$ cat src/rtl/gpt_pkg.sv
// package for the general purpose delay timers: modes, timing counts, config carrier
// assumes a single 100 MHz clock and a one-second tick derived inside the timer block
`default_nettype none
package gpt_pkg;
  localparam int unsigned CLK_HZ = 100_000_000;
  localparam int unsigned TICK_S = 1;
  localparam int unsigned TICK_CYCLES = CLK_HZ * TICK_S;
  localparam int unsigned NUM_TIMERS = 2;
  localparam int unsigned NUM_INPUTS = 3;
  localparam int unsigned TABLE_TERMS = 8;
  localparam int unsigned INTERVAL_W = 16;
  localparam int unsigned SRC_SEL_W = 4;
  localparam int unsigned SRC_COUNT = 16;
  localparam logic [INTERVAL_W-1:0] INTERVAL_RST = 16'h0000;
  localparam logic [TABLE_TERMS-1:0] TABLE_RST = 8'h00;

  // timer behaviour codes
  typedef enum logic [1:0]
  {
    GPT_DELAY_ON = 2'h0,
    GPT_DELAY_ON_INIT = 2'h1,
    GPT_DELAY_OFF = 2'h2
  } gpt_behaviour_t;

  // per-timer configuration
  typedef struct packed
  {
    logic [INTERVAL_W-1:0] interval;
    gpt_behaviour_t behaviour;
    logic logic_select;
    logic [SRC_SEL_W-1:0] sel_a;
    logic [SRC_SEL_W-1:0] sel_b;
    logic [SRC_SEL_W-1:0] sel_reset;
    logic [TABLE_TERMS-1:0] timing_table;
    logic [TABLE_TERMS-1:0] reset_table;
  } gpt_config_t;
endpackage : gpt_pkg
`default_nettype wire

$ cat src/rtl/gpt_channel.sv
// one delay timer channel: input combination, truth tables and interval timing
// assumes the parent supplies a one-cycle one-second tick and a power-up marker
`default_nettype none
module gpt_channel
#(
  parameter int unsigned INTERVAL_W = gpt_pkg::INTERVAL_W
)
(
  input wire logic clock_i,
  input wire logic rst_i,
  input wire logic tick_i,
  input wire logic power_up_i,
  input wire logic [gpt_pkg::SRC_COUNT-1:0] sources_i,
  input wire gpt_pkg::gpt_config_t cfg_i,
  output logic out_o
);
  // selected sources
  logic src_a;
  logic src_b;
  logic src_r;
  logic [2:0] tbl_idx;
  logic timing_in;
  logic reset_in;
  // elapsed seconds and output state
  logic [INTERVAL_W-1:0] count_q;
  logic [INTERVAL_W-1:0] count_d;
  logic out_q;
  logic out_d;

  // source selection and logic combination
  always_comb
  begin
    src_a = sources_i[cfg_i.sel_a];
    src_b = sources_i[cfg_i.sel_b];
    src_r = sources_i[cfg_i.sel_reset];
    tbl_idx = {src_r, src_b, src_a}; // all low picks term 0 of each table
    if (cfg_i.logic_select)
    begin
      timing_in = cfg_i.timing_table[tbl_idx];
      reset_in = cfg_i.reset_table[tbl_idx];
    end
    else
    begin
      timing_in = src_a & src_b;
      reset_in = src_r;
    end
  end

  // next count and output
  always_comb
  begin
    count_d = count_q;
    out_d = out_q;
    if (reset_in)
    begin
      count_d = '0;
      out_d = 1'b0;
    end
    else if (cfg_i.behaviour == gpt_pkg::GPT_DELAY_OFF)
    begin
      if (timing_in)
      begin
        out_d = 1'b1;
        count_d = '0;
      end
      else if (out_q)
      begin
        // a zero interval drops at once
        if (count_q >= cfg_i.interval)
          out_d = 1'b0;
        else if (tick_i)
          count_d = count_q + 1'b1;
      end
    end
    else
    begin
      if (!timing_in)
      begin
        out_d = 1'b0;
        count_d = '0;
      end
      else if (power_up_i && cfg_i.behaviour == gpt_pkg::GPT_DELAY_ON_INIT)
        out_d = 1'b1;
      else if (!out_q)
      begin
        if (count_q >= cfg_i.interval)
          out_d = 1'b1;
        else if (tick_i)
          count_d = count_q + 1'b1;
      end
    end
  end

  // state registers
  always_ff @(posedge clock_i or posedge rst_i)
  begin
    if (rst_i)
    begin
      count_q <= '0;
      out_q <= 1'b0;
    end
    else
    begin
      count_q <= count_d;
      out_q <= out_d;
    end
  end

  assign out_o = out_q;
endmodule : gpt_channel
`default_nettype wire

$ cat src/rtl/gpt_timers.sv
// top of the two general purpose delay timers with a one-second tick divider
// assumes sources are synchronous and configuration is held steady by the drive
//
// Contract
// - two independent timers with own settings
// - three inputs selected from internal sources
// - delay-on: rise after interval, fall immediately
// - delay-on-init: skip timing at power-up
// - delay-off: rise immediately, fall after interval
// - interval counted in one-second ticks
// - mode selects delay-on or delay-off
// - logic select: standard or custom tables
// - custom: three-input table drives timing
// - index picks term; all-low picks first
// - reset has own same-indexed table
`default_nettype none
module gpt_timers
#(
  parameter int unsigned TICK_CYCLES = gpt_pkg::TICK_CYCLES
)
(
  input wire logic clock_i,
  input wire logic rst_i,
  input wire logic [gpt_pkg::SRC_COUNT-1:0] sources_i,
  input wire gpt_pkg::gpt_config_t first_timer_cfg_i,
  input wire gpt_pkg::gpt_config_t second_timer_cfg_i,
  output logic [gpt_pkg::NUM_TIMERS-1:0] timer_out_o
);
  // divider state; wide enough for a full second
  logic [31:0] div_q;
  logic [31:0] div_d;
  logic tick;
  // power-up marker: high for the first cycle after reset release
  logic power_up_q;
  logic power_up_d;
  gpt_pkg::gpt_config_t cfg [gpt_pkg::NUM_TIMERS];

  assign cfg[0] = first_timer_cfg_i;
  assign cfg[1] = second_timer_cfg_i;

  // one-second enable pulse
  always_comb
  begin
    tick = (div_q == 32'(TICK_CYCLES - 1));
    div_d = tick ? 32'h0000_0000 : div_q + 32'h0000_0001;
    power_up_d = 1'b0;
  end

  // divider and power-up registers
  always_ff @(posedge clock_i or posedge rst_i)
  begin
    if (rst_i)
    begin
      div_q <= 32'h0000_0000;
      power_up_q <= 1'b1;
    end
    else
    begin
      div_q <= div_d;
      power_up_q <= power_up_d;
    end
  end

  // one channel per timer, each fully independent
  for (genvar i = 0; i < gpt_pkg::NUM_TIMERS; i++)
  begin : g_timer
    gpt_channel #(.INTERVAL_W(gpt_pkg::INTERVAL_W)) u_chan
    (
      .clock_i(clock_i),
      .rst_i(rst_i),
      .tick_i(tick),
      .power_up_i(power_up_q),
      .sources_i(sources_i),
      .cfg_i(cfg[i]),
      .out_o(timer_out_o[i])
    );
  end
endmodule : gpt_timers
`default_nettype wire

$ cat config.mk
export PLATFORM = sky130hd
export DESIGN_NAME = gpt_timers
export DESIGN_NICKNAME = d
export VERILOG_FILES = /design/src/rtl/gpt_pkg.sv /design/src/rtl/gpt_channel.sv /design/src/rtl/gpt_timers.sv
export SDC_FILE = /design/constraint.sdc
export NUM_CORES = 1
export LEC_CHECK = 0
export BUFFER_PORTS_ARGS = -buffer_cell sky130_fd_sc_hd__buf_2
export CAP_MARGIN = 20
export CELL_PAD_IN_SITES_DETAIL_PLACEMENT = 1
export CELL_PAD_IN_SITES_GLOBAL_PLACEMENT = 2
export CORE_MARGIN = 2
export CORE_UTILIZATION = 34
export DETAILED_ROUTE_END_ITERATION = 16
export PLACE_DENSITY_LB_ADDON = 0.1
export SLEW_MARGIN = 10
export SYNTH_ARGS = -nofsm -noshare
export SYNTH_HDL_FRONTEND = slang
export SYNTH_SLANG_ARGS = --single-unit
$ cat constraint.sdc
create_clock -name clock_i -period 3.3 [get_ports clock_i]
set_input_delay 0.165 -clock clock_i [delete_from_list [all_inputs] [get_ports clock_i]]
set_output_delay 0.165 -clock clock_i [all_outputs]
set_load 0.1 [all_outputs]
==> metrics, run 1 <==
total clock sinks 67; # IOs 114; largest net degree at the start of global routing 32; CP Cell Sequence inv_1 -> ha_1 -> nand2b_1 -> a21oi_1 -> o21ai_0 -> a221oi_1 -> o21ai_0 -> a21o_1 -> or4b_2 -> or3_1 -> o21ai_1; endpoints failing setup 0; CP peak stage delay 0.66 ns; Leak 0.00339 uW; filler cell count in the final layout 2,053; Initial Util 0.344; Simple-Gate Fraction of Synth Area 0.196; Synth Area in Compound Gates 0.195; Yosys reg bits 67; post-synthesis mux area share 0.149; GRT Overall Usage 0.194; drt wl/cell 16.8 um; pwr dens 326 mW/mm^2; critical path launch point type register; setup ws final 0.258 ns; Die W 136 um; MaxCap Viol Count 0; Tightest Pin Transition 0.588 ns; Main synth FF type dfrtp_1; Hold WS 0.228 ns; Syn Nets 804; sequential area share after synthesis 0.285; DP Worst Slack -0.0329 ns; Post-DRT Antenna Nets 0; Die Ht 136 um; CP Class register to register; CP delay by family, top simple AND/OR/NAND/NOR gates; max-slew violation count 0; first drt pass iteration count 4; GRT overflow 0; CP Buf/Inv Count 1; layout cells sized above 1 0.247; routability cong. 0.861; # Post-CTS Setup Buffers 0; combinational family with the most area after synthesis simple AND/OR/NAND/NOR gates; Ys Warns 0; post-DR vias/cell 5.44; Core Region 0.0171 sq mm; Layout area overhead 21.1%; Row Count 48; Post-Synth XOR/XNOR Area 0.0447; Post-Route WL 17.2 mm; CTS Root Cell clkbuf_16; Worst Skew 0.00493 ns; initial antenna violation count 1; slowest library cell on the worst path or4b_2; CP required 3.57 ns; Arr. time, crit path 3.31 ns; final worst-path cycle share 0.922; CP Max Fanout 6; CTS tree yes; min cycle time layout 3.04 ns; CP endpoint kind register; Post-synth EDFFs 0; min-delay src first_timer_cfg_i[29]; Inserted Clock Buffers 9; clk buf depth 2; via count 5,562; RSZ-0062 raised after global routing no; H-tree levels 3; Clk pin slew, worst setup/hold paths 0.05 ns; die area 0.0184 sq mm; PortBufs 113; Gate Count Post-Synth 657; DR DRC count 0; largest vdd supply drop 241 uV; DRT iter0 DRCs 131; ys async rst share 1.00; Synth Area in Adders 0.0744; Most common cell on crit path o21ai_0; synthesized area per cell 8.96 sq um; first-pass GRT wire length 28.3 mm; Slew HR 0.606; Worst-Skew Late Latency 0.34 ns; crit path from g_timer[0].u_chan.count_q[0]; synth unique cells 76; post-CTS sizing 0; status complete, no violations; Max Freq 0.329 GHz; Hold Crit Class input port to register; Post-Syn Area 0.00588 sq mm; # nets final 941; endpoints failing hold 0; Reg-to-Reg Start g_timer[0].u_chan.count_q[0]; Post-CTS Hold Buffers 1; post-DP HPWL 13.9 mm; vias in the first global route 5,842
-- final timing paths --
path | endpoint | slack [ns] | cells past startpoint
setup / recovery | g_timer[0].u_chan.count_q[9] | 0.26 | 11
hold reg to reg | div_q[4] | 0.47 | 1
hold / removal | g_timer[0].u_chan.out_o | 0.23 | 4
max in group asynchronous | g_timer[1].u_chan.count_q[11] | 2.14 | 4
setup reg to reg | g_timer[0].u_chan.count_q[9] | 0.26 | 11
min in group asynchronous | g_timer[0].u_chan.count_q[0] | 0.39 | 3
-- tightest hold or removal path, cell delays in order --
cell      delay [ns]
buf_2           0.15
nor2b_1         0.08
nand2_1         0.06
a211oi_1        0.07
-- metal layers --
layer  up-vias  track usage  wire length (um)
met3        23       0.0370               770
li1       2704            -                 -
met4         0       0.0608               330
met2       115        0.339              8230
met1      2720        0.240              7860
met5         -            0                 0
-- registers in the layout, indices dropped and copies added, names as in the netlist --
register and cells:
div_q 32, power_up_q 1, g_timer.u_chan.count_q 32, g_timer.u_chan.out_o 2
-- area by class of cell --
class	instances	area, sq um	area share
Timing Repair Buffer	140	771	0.108
Clock buffer	12	256	0.0360
Tap cell	225	282	0.0395
Sequential cell	67	1680	0.236
Clock inverter	2	12.5	0.00176
Inverter	63	236	0.0332
Antenna cell	1	2.50	0.000351
Multi-Input combinational cell	513	3890	0.545
-- synth_stat cells (6+ instances only) --
| master | n | area, sq um |
|---|---|---|
| o21ai_0 | 16 | 80.1 |
| ha_1 | 35 | 438 |
| nor2b_1 | 11 | 68.8 |
| clkbuf_1 | 6 | 22.5 |
| dfrtp_1 | 66 | 1650 |
| nand2b_1 | 7 | 43.8 |
| mux2_2 | 8 | 90.1 |
| nand2_1 | 50 | 188 |
| mux4_2 | 16 | 360 |
| nor2_1 | 38 | 143 |
| nand3_1 | 24 | 120 |
| and3_1 | 21 | 131 |
| o21a_1 | 6 | 45.0 |
| a21oi_1 | 46 | 230 |
| xor2_1 | 12 | 105 |
| nand4_1 | 15 | 93.8 |
| nand3b_1 | 8 | 60.1 |
| nor3_1 | 9 | 45.0 |
| inv_1 | 63 | 236 |
| or3_1 | 18 | 113 |
| o21ai_1 | 16 | 80.1 |
| xnor2_1 | 18 | 158 |
| mux2i_1 | 31 | 310 |
| a21o_1 | 15 | 113 |
-- power by group --
| group | total [uW] | internal (uW) | switching (uW) |
|---|---|---|---|
| combinational | 598 | 252 | 346 |
| sequential | 831 | 826 | 5.17 |
| clock | 892 | 539 | 353 |
| total | 2320 | 1620 | 704 |
-- cells by family (layout without fill, tap and decap cells) --
| group | Yosys count | count (layout) |
|---|---|---|
| fa+ha+maj | 35 | 35 |
| flops | 67 | 67 |
| buf+inv | 77 | 217 |
| mux | 60 | 60 |
| simple gates | 221 | 221 |
| compound gates | 166 | 166 |
| xor+xnor | 30 | 30 |
| other cells | 1 | 2 |
-- cells in the final DEF (no fill, tap or decap), drive strengths merged, types with 4 or more instances in the layout --
| master | Yosys | final |
|---|---|---|
| clkbuf | 6 | 12 |
| nor4 | 4 | 4 |
| a21o | 15 | 15 |
| or3 | 18 | 18 |
| mux2 | 8 | 8 |
| nand3 | 24 | 24 |
| mux4 | 20 | 20 |
| a311oi | 5 | 5 |
| nand4 | 15 | 15 |
| nand2 | 50 | 50 |
| inv | 63 | 63 |
| nand3b | 8 | 8 |
| o31ai | 4 | 4 |
| a31o | 4 | 4 |
| dfrtp | 66 | 66 |
| buf | 8 | 139 |
| nor3 | 10 | 10 |
| nor2 | 38 | 38 |
| o21ai | 32 | 32 |
| ha | 35 | 35 |
| a21oi | 50 | 50 |
| a31oi | 6 | 6 |
| and2 | 5 | 5 |
| and3 | 21 | 21 |
| o21a | 6 | 6 |
| xor2 | 12 | 12 |
| nand2b | 7 | 7 |
| mux2i | 32 | 32 |
| xnor2 | 18 | 18 |
| nor2b | 11 | 11 |
| a211oi | 4 | 4 |
-- per-stage QoR --
stage,setup TNS (ns),cell area (sq um),total power [uW],util,cells
final,0,7120,2320,0.416,1023
after global routing,0,7120,2450,0.416,1023
after CTS,0,7120,2360,0.416,1022
after detailed placement,-0.0329,6840,1440,0.400,1007
after global placement,-0.00484,6840,1430,0.400,1007
after floorplan,0,5880,1230,-,657
(Power assumes the default switching activity.)
==> run 2: changes to the inputs <==
- CORE_UTILIZATION: 34 -> 37
- clock period: 3.3 -> 3.6 ns (I/O delays scaled with it)
==> run 2 against run 1 <==
Compared with the run above: first-iteration DRC count grew 23%; cell count shrank 2.2%; sequential share of layout area grew 0.28 points; clock power shrank 1%; clock skew grew 0.0075 ns; worst setup slack gained 0.20 ns.
==> metrics, run 2 (synthesis gave the netlist of run 1 again) <==
Hold Crit Class input port to register; DP Worst Slack 0.248 ns (+0.281 ns); # nets final 927 (-1.5%); RSZ-0062 raised after global routing no; Tightest Pin Transition 0.713 ns (+0.125 ns); # diodes 0 (-1); Die Ht 130 um (-4.0%); Die W 130 um (-4.0%); CP Class register to register; Core Region 0.0157 sq mm (-8.2%); most frequent cells in the layout buf_2 (113), dfrtp_1 (66), inv_1 (62); final worst-path cycle share 0.873 (-0.0493); status complete, no violations; Worst Skew 0.0125 ns (+0.00752 ns); max-slew violation count 0 (unchanged); Inserted Clock Buffers 9 (unchanged); pwr dens 310 mW/mm^2 (-4.9%); post-DP HPWL 13.5 mm (-3.3%); first-pass GRT wire length 28.2 mm (-0.51%); Layout area overhead 19.7%; Max Freq 0.318 GHz (-3.2%); Hold Path Depth 4 (unchanged); vias in the first global route 5,729 (-1.9%); DR DRC count 0 (unchanged); GRT Overall Usage 0.209 (+0.0154); CTS tree yes; Post-Route WL 17.2 mm (about the same); first drt pass iteration count 4 (unchanged); DRT iter0 DRCs 161 (+23%); setup tns final 0 ns (unchanged); CTS Root Cell clkbuf_16; CP required 3.86 ns (+0.29 ns); CP Max Fanout 6 (unchanged); largest net degree at the start of global routing 38 (+19%); clk buf depth 2 (unchanged); Post-DRT Antenna Nets 0 (unchanged); die area 0.0169 sq mm (-7.9%); # IOs 114 (unchanged); endpoints failing setup 0 (unchanged); GRT overflow 0 (unchanged); endpoints failing hold 0 (unchanged); FF-to-FF path depth 11 (unchanged); PortBufs 113 (unchanged); critical path launch point type register; most common cell after layout, fill and taps aside buf_2; total clock sinks 67 (unchanged); initial antenna violation count 1 (unchanged); Worst-Skew Late Latency 0.34 ns (about the same); Leak 0.00333 uW (-1.8%); post-DR vias/cell 5.53 (+1.8%); Final Power 2180 uW (-6.0%); H-tree levels 3 (unchanged); layout cells sized above 1 0.236 (-0.0112); Slew HR 0.524 (-0.0818); MaxCap Viol Count 0 (unchanged); Row Count 46 (-4.2%); Initial Util 0.375 (+0.0307); largest vdd supply drop 239 uV (-0.82%); min cycle time layout 3.14 ns (+0.0990 ns); CP endpoint kind register; routability cong. 0.794 (-7.8%); via count 5,534 (-0.50%); drt wl/cell 17.2 um (+2.3%); Arr. time, crit path 3.40 ns (+0.09 ns); setup ws final 0.459 ns (+0.201 ns); Clk pin slew, worst setup/hold paths 0.06 ns (about the same)
[run 2: cell count changes in the layout (fill, tap and decap cells not counted), sizes merged]
cell,previous run,this run
diode,1,0
clkinv,1,3
bufinv,0,1
clkbuf,12,9
clkinvlp,1,2
buf,139,125
[run 2: worst paths after layout]
kind,startpoint,endpoint,slack (ns)
worst max-delay path,g_timer[0].u_chan.count_q[0],g_timer[0].u_chan.count_q[9],0.46
worst min-delay path,first_timer_cfg_i[29],g_timer[0].u_chan.out_o,0.25
worst max register to register,g_timer[0].u_chan.count_q[0],g_timer[0].u_chan.count_q[9],0.46
worst min register to register,div_q[31],div_q[31],0.48
max in group asynchronous,rst_i,power_up_q,2.10
min in group asynchronous,rst_i,div_q[14],0.51
[run 2: stage by stage]
| stage | cell area (sq um) | util | hold WS, ns | std cells |
|---|---|---|---|---|
| after CTS | 7040 | 0.448 | 0.248 | 1000 |
| after global routing | 7040 | 0.448 | 0.276 | 1000 |
| after detailed placement | 6740 | 0.429 | 0.342 | 984 |
| after global placement | 6740 | 0.429 | 0.339 | 984 |
| after floorplan | 5880 | - | 0.366 | 657 |
| final | 7040 | 0.448 | 0.255 | 1000 |
[run 2: what timing repair did]
action                                  4_1_cts  5_1_grt
setup buffers                                 0        0
gates resized for setup                       0        0
endpoints found under the setup margin        0        0
hold endpoints to repair                     30        0
hold buffers                                  1        0
[run 2: final cells by class]
class,instances,area (sq um)
sequential,67,1680
inverter,63,236
timing repair buffer,126,678
fill,1903,8670
tap,216,270
clock buffer,9,225
multi-input combinational,513,3890
clock inverter,6,67.6
[run 2: routing by layer]
metal / vias up / GRT usage / part of all wire / wire length [um]
li1: 2670 / - / - / -
met1: 2703 / 0.276 / 0.47 / 8010
met2: 139 / 0.360 / 0.47 / 8090
met3: 20 / 0.0303 / 0.052 / 896
met4: 2 / 0.0531 / 0.011 / 186
met5: - / 0 / 0.00047 / 8
[run 2: power by group]
part	total (uW)	leakage (uW)	switching [uW]	internal (uW)
sequential	762	0.000918	4.83	757
clock	879	0.000137	346	533
combinational	542	0.00228	316	226
[run 2: critical path, stage by stage, from the launching register on]
cell	delay [ns]
dfrtp_1	0.40
inv_1	0.06
ha_1	0.26
nand2b_1	0.14
a21oi_1	0.16
o21ai_0	0.11
a221oi_1	0.39
o21ai_0	0.23
a21o_1	0.26
or4b_2	0.67
or3_1	0.32
o21ai_1	0.08
